===== src/rtl/panel_pkg.sv =====
// panel_pkg: shared constants and carrier types for the panel pixel input port
// assumes: single 50 MHz system clock, synchronous active-high reset
package panel_pkg;

  // ----------------------------------------
  // pixel format and active area
  // ----------------------------------------
  localparam int COMP_W = 6;
  localparam int PIX_W = 3 * COMP_W;
  localparam int ACTIVE_COLS = 320;
  localparam int ACTIVE_LINES = 240;
  localparam int COL_W = 9;
  localparam int LINE_W = 8;

  // ----------------------------------------
  // line and frame placement; the fixed line start is used when the strobe is held low
  // ----------------------------------------
  localparam int FIXED_H_START = 72;
  localparam int V_START = 6;
  localparam int H_CNT_W = 10;
  localparam int V_CNT_W = 9;

  // ----------------------------------------
  // carrier types
  // ----------------------------------------
  typedef struct packed {
    logic [COMP_W-1:0] red;
    logic [COMP_W-1:0] green;
    logic [COMP_W-1:0] blue;
  } pixel_t;

  typedef struct packed {
    logic hSync;
    logic vSync;
    logic lineDataEnable;
    logic scanInvertSelect;
    pixel_t pix;
  } pin_sample_t;

  typedef struct packed {
    logic [COL_W-1:0] col;
    logic [LINE_W-1:0] row;
    logic frameStart;
    pixel_t pix;
  } pixel_word_t;

endpackage


===== src/rtl/rgb_panel_input_port.sv =====
// rgb_panel_input_port: samples the parallel rgb video pins and emits placed pixels
// assumes: pins come from another clock domain and are oversampled on clock;
// the pixel sampling clock arrives as an ordinary pin input
//
// How it works
// - each pixel is three 6-bit components red, green, blue, bit 5 most significant.
// - the active area is 320 columns by 240 lines of rgb stripe pixels.
// - data, syncs and enable are captured on rising edges of the pixel clock, one pixel per edge.
// - with the strobe in use, a line starts at the pixel clock where the strobe rises.
// - with the strobe held low, a line starts a fixed count of pixel clocks after line sync rises.
// - scan select low gives normal orientation, high mirrors both horizontally and vertically.
// - the pixel sampled with the strobe rising edge lands in column 0, or in the last column when scan select is high.
// - the strobe has no effect on vertical placement; only vertical sync sets the first line.
`timescale 1ns/1ps

module rgb_panel_input_port
  import panel_pkg::*;
#(
  parameter int COLS = ACTIVE_COLS,
  parameter int LINES = ACTIVE_LINES
) (
  input wire logic clock,
  input wire logic rst,
  input wire logic pixelClockPin,
  input wire logic hSyncPin,
  input wire logic vSyncPin,
  input wire logic lineDataEnablePin,
  input wire logic scanInvertSelectPin,
  input wire logic [COMP_W-1:0] redComponent,
  input wire logic [COMP_W-1:0] greenComponent,
  input wire logic [COMP_W-1:0] blueComponent,
  output logic pixelValid,
  input wire logic pixelReady,
  output pixel_word_t pixelWord,
  output logic overflow
);

  // refuse geometries that the counters and the end-of-line compare cannot serve
  if (COLS > ACTIVE_COLS || LINES > ACTIVE_LINES || COLS < 2 || LINES < 1) begin : g_bad_geometry
    $error("panel geometry exceeds counter widths");
  end

  // ----------------------------------------
  // pin synchroniser: three stages, change taken when stages two and three agree
  // ----------------------------------------
  localparam int SW = PIX_W + 5;
  logic [SW-1:0] pinBus;
  logic [SW-1:0] s1_reg, s2_reg, s3_reg, stable_reg;
  logic [SW-1:0] s1_next, s2_next, s3_next, stable_next;

  assign pinBus = {pixelClockPin, hSyncPin, vSyncPin, lineDataEnablePin, scanInvertSelectPin,
                   redComponent, greenComponent, blueComponent};

  always_comb begin
    s1_next = pinBus;
    s2_next = s1_reg;
    s3_next = s2_reg;
    stable_next = stable_reg;
    for (int i = 0; i < SW; i++) begin
      if (s2_reg[i] == s3_reg[i]) begin
        stable_next[i] = s3_reg[i];
      end
    end
  end

  always_ff @(posedge clock) begin
    if (rst) begin
      s1_reg <= '0;
      s2_reg <= '0;
      s3_reg <= '0;
      stable_reg <= '0;
    end else begin
      s1_reg <= s1_next;
      s2_reg <= s2_next;
      s3_reg <= s3_next;
      stable_reg <= stable_next;
    end
  end

  // ----------------------------------------
  // capture on pixel clock rising edge
  // ----------------------------------------
  logic pclkPrev_reg, pclkPrev_next;
  logic pclkRise;
  pin_sample_t smp;

  // data is sampled with the same oversampled clock edge, so setup/hold at the pins carries over
  assign pclkRise = stable_reg[SW-1] && !pclkPrev_reg;
  assign smp.hSync = stable_reg[SW-2];
  assign smp.vSync = stable_reg[SW-3];
  assign smp.lineDataEnable = stable_reg[SW-4];
  assign smp.scanInvertSelect = stable_reg[SW-5];
  assign smp.pix = pixel_t'(stable_reg[PIX_W-1:0]);

  // ----------------------------------------
  // horizontal and vertical placement
  // ----------------------------------------
  logic hPrev_reg, hPrev_next, vPrev_reg, vPrev_next, dePrev_reg, dePrev_next;
  logic deSeen_reg, deSeen_next;
  logic [H_CNT_W-1:0] hCnt_reg, hCnt_next;
  logic [COL_W-1:0] col_reg, col_next;
  logic lineActive_reg, lineActive_next;
  logic [V_CNT_W-1:0] vCnt_reg, vCnt_next;
  logic frameStartPend_reg, frameStartPend_next;
  logic pushValid;
  pixel_word_t pushWord;
  logic pushReady;
  logic hRise, vRise, deRise, vActive;
  logic [LINE_W-1:0] rowIdx;

  function automatic logic [COL_W-1:0] mirror_col(input logic [COL_W-1:0] c, input logic inv);
    mirror_col = inv ? COL_W'(COLS - 1) - c : c;
  endfunction

  function automatic logic [LINE_W-1:0] mirror_row(input logic [LINE_W-1:0] r, input logic inv);
    mirror_row = inv ? LINE_W'(LINES - 1) - r : r;
  endfunction

  assign hRise = smp.hSync && !hPrev_reg;
  assign vRise = smp.vSync && !vPrev_reg;
  assign deRise = smp.lineDataEnable && !dePrev_reg;
  // first active line counted only from vertical sync, strobe ignored here
  assign vActive = (vCnt_reg >= V_CNT_W'(V_START)) && (vCnt_reg < V_CNT_W'(V_START + LINES));
  assign rowIdx = LINE_W'(vCnt_reg - V_CNT_W'(V_START));

  always_comb begin
    pclkPrev_next = stable_reg[SW-1];
    hPrev_next = hPrev_reg;
    vPrev_next = vPrev_reg;
    dePrev_next = dePrev_reg;
    deSeen_next = deSeen_reg;
    hCnt_next = hCnt_reg;
    col_next = col_reg;
    lineActive_next = lineActive_reg;
    vCnt_next = vCnt_reg;
    frameStartPend_next = frameStartPend_reg;
    pushValid = 1'b0;
    pushWord = '0;
    if (pclkRise) begin
      hPrev_next = smp.hSync;
      vPrev_next = smp.vSync;
      dePrev_next = smp.lineDataEnable;
      if (hCnt_reg != '1) begin
        hCnt_next = hCnt_reg + 1'b1;
      end
      if (vRise) begin
        vCnt_next = '0;
        frameStartPend_next = 1'b1;
        deSeen_next = 1'b0;
      end else if (hRise && vCnt_reg != '1) begin
        vCnt_next = vCnt_reg + 1'b1;
      end
      if (hRise) begin
        hCnt_next = '0;
        lineActive_next = 1'b0;
      end
      // a strobe stuck high never rises, so that line simply shows nothing
      if (deRise) begin
        deSeen_next = 1'b1;
      end
      if ((deRise && vActive) ||
          (!deSeen_reg && !smp.lineDataEnable && !hRise && vActive &&
           hCnt_reg == H_CNT_W'(FIXED_H_START - 1))) begin
        lineActive_next = 1'b1;
        col_next = '0;
        pushValid = 1'b1;
        pushWord.col = mirror_col('0, smp.scanInvertSelect);
      end else if (lineActive_reg && !hRise) begin
        pushValid = 1'b1;
        pushWord.col = mirror_col(col_reg + 1'b1, smp.scanInvertSelect);
        col_next = col_reg + 1'b1;
        if (col_reg + 1'b1 == COL_W'(COLS - 1)) begin
          lineActive_next = 1'b0;
        end
      end
      if (pushValid) begin
        pushWord.row = mirror_row(rowIdx, smp.scanInvertSelect);
        pushWord.pix = smp.pix;
        pushWord.frameStart = frameStartPend_reg && (rowIdx == '0) &&
                              (pushWord.col == mirror_col('0, smp.scanInvertSelect));
        if (pushReady) begin
          frameStartPend_next = pushWord.frameStart ? 1'b0 : frameStartPend_reg;
        end
      end
    end
  end

  always_ff @(posedge clock) begin
    if (rst) begin
      pclkPrev_reg <= 1'b0;
      hPrev_reg <= 1'b0;
      vPrev_reg <= 1'b0;
      dePrev_reg <= 1'b0;
      deSeen_reg <= 1'b0;
      hCnt_reg <= '1;
      col_reg <= '0;
      lineActive_reg <= 1'b0;
      vCnt_reg <= '1;
      frameStartPend_reg <= 1'b0;
    end else begin
      pclkPrev_reg <= pclkPrev_next;
      hPrev_reg <= hPrev_next;
      vPrev_reg <= vPrev_next;
      dePrev_reg <= dePrev_next;
      deSeen_reg <= deSeen_next;
      hCnt_reg <= hCnt_next;
      col_reg <= col_next;
      lineActive_reg <= lineActive_next;
      vCnt_reg <= vCnt_next;
      frameStartPend_reg <= frameStartPend_next;
    end
  end

  // ----------------------------------------
  // two-entry skid buffer toward the pixel sink
  // ----------------------------------------
  pixel_word_t buf_reg [2];
  pixel_word_t buf_next [2];
  logic [1:0] count_reg, count_next;
  logic overflow_reg, overflow_next;

  // the video source cannot stall, so a word pushed while full is dropped and flagged;
  // a pop in the same cycle frees a slot, so only a stalled full buffer refuses
  assign pushReady = (count_reg != 2'd2) || pixelReady;

  always_comb begin
    buf_next = buf_reg;
    count_next = count_reg;
    overflow_next = overflow_reg;
    if (pixelValid && pixelReady) begin
      buf_next[0] = buf_reg[1];
      count_next = count_next - 2'd1;
    end
    if (pushValid) begin
      if (pushReady) begin
        buf_next[count_next[0]] = pushWord;
        count_next = count_next + 2'd1;
      end else begin
        overflow_next = 1'b1;
      end
    end
  end

  always_ff @(posedge clock) begin
    if (rst) begin
      buf_reg[0] <= '0;
      buf_reg[1] <= '0;
      count_reg <= '0;
      overflow_reg <= 1'b0;
    end else begin
      buf_reg <= buf_next;
      count_reg <= count_next;
      overflow_reg <= overflow_next;
    end
  end

  assign pixelValid = (count_reg != 2'd0);
  assign pixelWord = buf_reg[0];
  assign overflow = overflow_reg;

endmodule // rgb_panel_input_port


===== config.mk =====
export PLATFORM = sky130hd
export DESIGN_NAME = rgb_panel_input_port
export DESIGN_NICKNAME = d
export VERILOG_FILES = /design/src/rtl/panel_pkg.sv /design/src/rtl/rgb_panel_input_port.sv
export SDC_FILE = /design/constraint.sdc
export NUM_CORES = 1
export LEC_CHECK = 0
export BUFFER_PORTS_ARGS = -buffer_cell sky130_fd_sc_hd__buf_2
export CAP_MARGIN = 15
export CORE_ASPECT_RATIO = 0.5
export CORE_MARGIN = 3
export CORE_UTILIZATION = 52
export CTS_CLUSTER_SIZE = 28
export DETAILED_ROUTE_END_ITERATION = 10
export PLACE_DENSITY = 0.76
export SYNTH_ARGS = -nofsm -noshare
export SYNTH_HDL_FRONTEND = slang
export SYNTH_SLANG_ARGS = --single-unit
export TNS_END_PERCENT = 100

===== constraint.sdc =====
create_clock -name clock -period 2.8 [get_ports clock]
set_input_delay 0.56 -clock clock [delete_from_list [all_inputs] [get_ports clock]]
set_output_delay 0.56 -clock clock [all_outputs]
set_load 0.005 [all_outputs]

* After elaboration in Yosys (flattened, before gate mapping)
Cells that the tools add are included.
** Word-level totals
- Register bits after elaboration :: 202
- Output and inout port bits :: 38
- Logic and storage cells :: 169
** Operators by class
- Add/subtract/negate cells :: 8
- Order comparisons :: 4
- Eq/ne operators :: 30
- Multiplexer cells :: 37
- Bitwise gates (word level) :: 2
- Reduce and logical (&&, ||, !) cells :: 38
** Operators by type and width (number)
- 72-bit 2-to-1 mux :: 2
- 36-bit 2-to-1 mux :: 3
- 9-bit 2-to-1 mux :: 9
- 72-bit bitwise mux :: 1
- 36-bit demux with 1-bit select :: 1
- 27-bit 2-to-1 mux :: 1
- 1-bit equality test :: 23
- 10-bit 2-to-1 mux :: 2
- 9-bit by 1-bit adder with 9-bit output, second input constant :: 2
- 1-bit logical AND :: 16
- 1-bit 2-to-1 mux :: 14
- 2-bit AND reduction :: 7
- 10-bit by 1-bit adder with 10-bit output, second input constant :: 1
- 10-bit by 7-bit equality test with 1-bit output, second input constant :: 1
- 10-bit != test, second input constant :: 1
- 2-bit nonzero test :: 5
- 9-bit equality test :: 1
- 9-bit equality test, second input constant :: 1
- 9-bit by 3-bit greater-or-equal comparator with 1-bit output, second input constant :: 1
- 9-bit by 8-bit less-than comparator with 1-bit output, second input constant :: 1
- 9-bit != test, second input constant :: 1
- 9-bit subtractor, first input constant :: 1
- 8-bit logical NOT :: 1
- 8-bit 2-to-1 mux :: 1
- other kinds (13) :: 22

* Logic depth before layout (Yosys ltp)
Gate-level depths: netlist of the first run.
- Depth after elaboration :: 16
- Depth in mapped cells :: 10
- Mapped depth without buffers :: 10

* Worst setup path before layout of the first run
No wires, ideal clock.
- Path kind :: register to register
- From :: reg col_reg[0]
- To :: reg with a tool-made name
- Setup time :: 87 ps
- Arrival :: 2037 ps
- Data required time :: 2713 ps
- Setup slack :: 676 ps
- Stages on the path, launching flop included :: 10
- Buffers on the path :: 0
- Period minus slack after synthesis :: 2124 ps
- Cells stage by stage :: dfxtp_1 > ha_1 > nand3_1 > nor2_1 > xnor2_1 > ha_1 > o21ai_0 > a211oi_1 > nand4b_1 > o31ai_1
** RTL lines
- from (decl) :: line rgb_panel_input_port.sv:101 : logic [COL_W-1:0] col_reg, col_next;
- from (signal assigned) :: line rgb_panel_input_port.sv:207 : col_reg <= col_next;

* Worst setup path after layout of the first run
- From :: reg col_reg[0]
- To :: reg buf_reg, in the netlist pixelWord[35]
** Between the ends
- Word-level cells in the longest chain between the ends :: 10
** RTL lines
- 9-bit by 1-bit adder with 9-bit output (*) :: line rgb_panel_input_port.sv:170 : pushWord.col = mirror_col(col_reg + 1'b1, smp.scanInvertSelect);
- 9-bit subtractor :: line rgb_panel_input_port.sv:112 : mirror_col = inv ? COL_W'(COLS - 1) - c : c;
- 9-bit 2-to-1 mux (*) :: line rgb_panel_input_port.sv:112
- 9-bit 2-to-1 mux (*) :: line rgb_panel_input_port.sv:168 : end else if (lineActive_reg && !hRise) begin
- 9-bit 2-to-1 mux (*) :: line rgb_panel_input_port.sv:161 : if ((deRise && vActive) ||
- 9-bit 2-to-1 mux (*) :: line rgb_panel_input_port.sv:139 : if (pclkRise) begin
- 36-bit 2-to-1 mux (*) :: line rgb_panel_input_port.sv:139
- 72-bit bitwise mux (*) :: line rgb_panel_input_port.sv:236 : buf_next[count_next[0]] = pushWord;
- 72-bit 2-to-1 mux (*) :: line rgb_panel_input_port.sv:235 : if (pushReady) begin
- 72-bit 2-to-1 mux (*) :: line rgb_panel_input_port.sv:234 : if (pushValid) begin
- to (signal assigned) :: line rgb_panel_input_port.sv:251 : buf_reg <= buf_next;
- to (decl) :: line rgb_panel_input_port.sv:217 : pixel_word_t buf_reg [2];
Every way passes the cells marked *; elsewhere a longest branch is shown, timed or not. The select of a mux whose other input is x is not followed.
A chain may end at the register's enable or synchronous reset.

==> results of run 1 <==
[metrics by stage]
| stage | cells | total power, mW | area [um^2] |
|---|---|---|---|
| 6_report | 1128 | 5.58 | 9120 |
| 5_1_grt | 1128 | 5.77 | 9120 |
| 4_1_cts | 1128 | 5.63 | 9120 |
| 3_5_place_dp | 1096 | 3.19 | 8530 |
| 3_3_place_gp | 1096 | 3.18 | 8530 |
| 2_1_floorplan | 907 | 3.13 | 8290 |
[cells in the final DEF, fill, tap and decap left out, types with 4 or more instances in the layout]
cell,n
dfxtp_1,202
nand2_1,107
nor2_1,80
a21oi_1,76
nor2b_1,76
buf_2,62
mux2i_1,36
a211oi_1,33
o21ai_0,31
clkbuf_16,19
xnor2_1,18
xor2_1,17
o21bai_1,14
nand3_1,12
nor3_1,12
ha_1,12
buf_4,12
inv_1,10
clkinv_2,6
or3_1,5
and3_1,4
nand3b_1,4
a22oi_1,4
nor4_1,4
buf_12,4
[worst max-delay path: stages, from the launching register on]
cell and delay, ns:
dfxtp_1 0.48, ha_1 0.29, nand3_1 0.21, nor2_1 0.17, xnor2_1 0.24, ha_1 0.32, xnor2_1 0.09, a22oi_1 0.17
a2bb2oi_1 0.30, a211oi_1 0.12
[worst max path at each step]
stage                 from             to  slack, ns
2_1_floorplan   col_reg[0]       register       0.68
3_3_place_gp   vCnt_reg[1]       register       0.41
3_5_place_dp    col_reg[0]       register       0.34
4_1_cts        vCnt_reg[1]       register       0.29
5_1_grt         col_reg[0]       register       0.01
6_report        col_reg[0]  pixelWord[35]       0.26
[layer usage]
layer	global-route usage, %	up-vias	share of wire, %
li1	-	3080	-
met1	24.8	2910	45
met2	33.6	140	48
met3	3.13	27	4.8
met4	5.47	0	2.0
met5	0	-	0
[power breakdown]
group	switching (mW)	internal, mW
Combinational	0.105	0.0826
Sequential	0.0192	2.92
Clock	1.04	1.41
Total	1.16	4.41
[final cells by class]
type	instances	area (um^2)
clock buffers	25	528
repair buffers	79	492
inverters	10	37.5
well taps	198	248
flip-flops and latches	202	4040
clock inverters	7	60.1
multi-input cells	607	3710
fillers	1220	5890
[cell families (layout without fill, tap and decap cells)]
| kind of cell | Yosys count | after routing | synth area share (%) |
|---|---|---|---|
| AO/OA/AOI/OAI | 193 | 193 | 15.1 |
| adder cells (fa/ha/maj) | 12 | 12 | 1.81 |
| flip-flops | 202 | 202 | 48.8 |
| buffers and inverters | 98 | 121 | 6.51 |
| multiplexers | 38 | 38 | 4.62 |
| XOR/XNOR | 35 | 35 | 3.70 |
| AND/OR/NAND/NOR | 329 | 329 | 19.4 |
==> results_dict.tcl, run 1 <==
set metrics [dict create \
    area_growth_pct 9.99 \
    core-area_mm2 0.0150 \
    synthTopCellsByCount "202 x dfxtp_1, 108 x nand2_1, 80 x nor2_1" \
    syn_avg_cell_area_um2 9.14 \
    yosys.area.top_type "dfxtp_1" \
    clkSinkCount 202 \
    grt_max_degree 85 \
    holdPathEnd "s1_reg[1]" \
    clkSlewWorstSetupHoldPaths_ns 0.07 \
    maxSlewHeadroom_pct 47.9 \
    track_usage_pct 19.2 \
    wire_per_inst_um 14.8 \
    routed_via_density 5.46 \
    finalHoldViolCount 0 \
    htreeDepth 1 \
    numCtsBuffers 18 \
    utilization_pct 60.7 \
    clk_latency_ns 0.48 \
    ys_warn_count 0 \
    path_max_fanout 8 \
    cts_resized 0 \
    ir_drop_v 0.000346 \
    fmax_mhz 394 \
    netlist.area_leader.share_pct 48.8 \
    r2r_slack_ns 0.26 \
    postRouteAntennaNets 0 \
    synth.area.top_cells "dfxtp_1 49%, nor2b_1 5.7%, nand2_1 4.9%" \
    die_h_um 95.3 \
    fin_crit_ns 2.54 \
    pin_count 64 \
    fin_skew_ns 0.0170 \
    grt_pass1_wl_um 28000 \
    maxSlewViolCount 0 \
    fin_hold_ws_ns 0.289 \
    grt_pass1_vias 5904 \
    cp.required_ns 3.14 \
    postCtsSetupBuffers 0 \
    fin_crit_sh_pct 90.6 \
    holdPathStages 2 \
    synth_most_common_cell "dfxtp_1" \
    power_density_mw_per_mm2 612 \
    grt_overflow_total 0 \
    syn-num-nets 945 \
    post-dp-hpwl_um 10800 \
    cp.arrival_ns 2.87 \
    synthCells 907 \
    finalSetupTns_ns 0 \
    drt-initial-drc-count 396 \
    endpoint_kind "register" \
    die-width_um 185 \
    synth_seq_area_share_pct 48.8 \
    synthArstFlopShare_pct 0 \
    place_congestion 0.917 \
    cp-start-kind "register" \
    clock_path_buffers 3 \
    rows 31 \
    fin_ws_ns 0.264 \
    fin_nets 956 \
    syn_area_mm2 0.00829 \
    synth_seq_cells 202 \
    hold_buffers 0 \
    dieArea_mm2 0.0176 \
    worst_slew_pin_slew_ns 0.779 \
    tritoncts "yes" \
    synthFlopType "dfxtp_1" \
    drc 0 \
    power.leakage_nw 3.72 \
    dp_slack_ns 0.336 \
    status "complete, no violations" \
    reg2reg_from "col_reg[0]" \
    portBuffers 63 \
    antenna_found_initial 0 \
    cts-root-buf "clkbuf_16" \
    yosys.cell_types.count 61 \
    max_cap_violations 0 \
    wl_um 16700 \
    worst-setup-path-type "register to register" \
    min_from "blueComponent[1]" \
    first_pass_iters 5 \
    drive_above_1_share_pct 13.9 \
    antennaDiodeCount 0 \
    timing.rr.end "pixelWord[35]" \
    hp-class "input pin to register" \
    ff2ff_path_depth 9 \
    synth_edf_count 0 \
    rsz0062_at_grt "false" \
    vias 6157 \
    finalSetupViolCount 0 \
    start_util_pct 55.2 \
]
No activity file was read; power rests on OpenSTA's default activity.
==> run 2: changes to the inputs <==
--- a/config.mk
+++ b/config.mk
@@ -7,12 +7,14 @@
 export LEC_CHECK = 0
 export BUFFER_PORTS_ARGS = -buffer_cell sky130_fd_sc_hd__buf_2
 export CAP_MARGIN = 15
+export CELL_PAD_IN_SITES_DETAIL_PLACEMENT = 0
+export CELL_PAD_IN_SITES_GLOBAL_PLACEMENT = 2
 export CORE_ASPECT_RATIO = 0.5
 export CORE_MARGIN = 3
-export CORE_UTILIZATION = 52
+export CORE_UTILIZATION = 37
 export CTS_CLUSTER_SIZE = 28
 export DETAILED_ROUTE_END_ITERATION = 10
-export PLACE_DENSITY = 0.76
+export PLACE_DENSITY = 0.83
 export SYNTH_ARGS = -nofsm -noshare
 export SYNTH_HDL_FRONTEND = slang
 export SYNTH_SLANG_ARGS = --single-unit
==> run 2 against run 1 <==
Against the previous run: utilization down 18 points; critical path type unchanged; final area up 2.6%; highest routed layer unchanged; hold slack worse by 0.023 ns; largest power group unchanged; total power up 4.4%; die area up 38%.
==> results_dict.tcl, run 2 (synthesis gave the netlist of run 1 again) <==
set metrics [dict create \
    drt-initial-drc-count 334 \
    clkSlewWorstSetupHoldPaths_ns 0.07 \
    finalHoldViolCount 0 \
    grt_max_degree 75 \
    track_usage_pct 14.7 \
    dieArea_mm2 0.0243 \
    power_density_mw_per_mm2 623 \
    path_max_fanout 14 \
    start_util_pct 38.0 \
    die_h_um 112 \
    worst-setup-path-type "register to register" \
    status "complete, no violations" \
    endpoint_kind "register" \
    cts-root-buf "clkbuf_16" \
    die-width_um 218 \
    core-area_mm2 0.0218 \
    rsz0062_at_grt "false" \
    drc 0 \
    cp-start-kind "register" \
    final_common_cell "dfxtp_1" \
    fin_cells 1235 \
    utilization_pct 42.9 \
    htreeDepth 1 \
    drive_above_1_share_pct 14.5 \
    power.leakage_nw 3.76 \
    cp.arrival_ns 2.91 \
    grt_overflow_total 0 \
    fin_nets 959 \
    antennaDiodeCount 0 \
    clock_path_buffers 3 \
    grt_pass1_wl_um 30000 \
    pin_count 64 \
    fin_skew_ns 0.0103 \
    rows 38 \
    routed_via_density 4.91 \
    postRouteAntennaNets 0 \
    maxSlewHeadroom_pct 56.0 \
    ir_drop_v 0.000367 \
    first_pass_iters 4 \
    hp-class "input pin to register" \
    wire_per_inst_um 14.3 \
    cp.required_ns 3.21 \
    fmax_mhz 399 \
    maxSlewViolCount 0 \
    max_cap_violations 0 \
    postCtsSetupBuffers 0 \
    clkSinkCount 202 \
    grt_pass1_vias 5849 \
    fin_crit_ns 2.51 \
    post-place-cells 1199 \
    wl_um 17700 \
    numCtsBuffers 20 \
    portBuffers 63 \
    reg2reg_from "vCnt_reg[1]" \
    power_mw 5.82 \
    clk_latency_ns 0.50 \
    fin_crit_sh_pct 89.5 \
    place_congestion 0.821 \
    worst_slew_pin_slew_ns 0.657 \
    post-dp-hpwl_um 11700 \
    mostFrequentLayoutCells "202 x dfxtp_1, 107 x nand2_1, 80 x nor2_1" \
    antenna_found_initial 0 \
    area_growth_pct 12.8 \
    vias 6069 \
    tritoncts "yes" \
    finalSetupViolCount 0 \
    finalSetupTns_ns 0 \
    min_from "blueComponent[5]" \
    critPathLaunch "vCnt_reg[1]" \
]
[run 2: changes by cell type in the layout (fill, tap and decap cells not counted), sizes merged]
cell	previous run	this run
buf	79	80
inv	10	11
clkinvlp	0	1
clkbuf	25	27
[run 2: area by class of cell]
cell class	count	area (um^2)
multi-input cells	607	3710
well taps	300	375
flip-flops and latches	202	4040
clock inverters	9	91.3
inverters	10	37.5
clock buffers	27	577
repair buffers	80	512
fillers	2138	12500
[run 2: repair_timing]
item,CTS,global route
setup endpoints to repair,0,1
resized for setup,0,1
hold buffers,0,0
hold endpoints to repair,0,0
[run 2: power breakdown]
part | total [mW] | switching, mW | internal (mW)
combinational | 0.194 | 0.111 | 0.0834
clock | 2.69 | 1.14 | 1.55
sequential | 2.94 | 0.0183 | 2.92
[run 2: through the flow]
stage | area, um^2 | setup WS (ns) | hold WS [ns]
global route | 9350 | 0.0544 | 0.258
CTS | 9340 | 0.292 | 0.243
global placement | 8680 | 0.412 | 0.417
detailed placement | 8680 | 0.316 | 0.422
floorplan | 8290 | 0.676 | 0.414
finish | 9350 | 0.293 | 0.266
[run 2: critical path, stage by stage (launching register included)]
cell	delay [ns]
dfxtp_1	0.50
ha_1	0.27
nor3_2	0.07
or3_4	0.41
nor2_2	0.47
a211oi_1	0.16
nand4b_1	0.29
o31ai_1	0.25
[run 2: worst paths after layout]
kind | endpoint | slack, ns | cells past startpoint
worst max-delay path | register | 0.29 | 7
worst min-delay path | s1_reg[5] | 0.27 | 2
worst max register to register | register | 0.29 | 7
worst min register to register | s2_reg[8] | 0.43 | 1
[run 2: layer usage]
layer	GRT usage [%]	vias up	routed length (um)	part of all wire, %
li1	-	3093	-	-
met3	2.59	27	583	3.3
met1	20.6	2858	8840	50
met4	3.52	0	371	2.1
met2	23.8	91	7910	45
met5	0	-	0	0
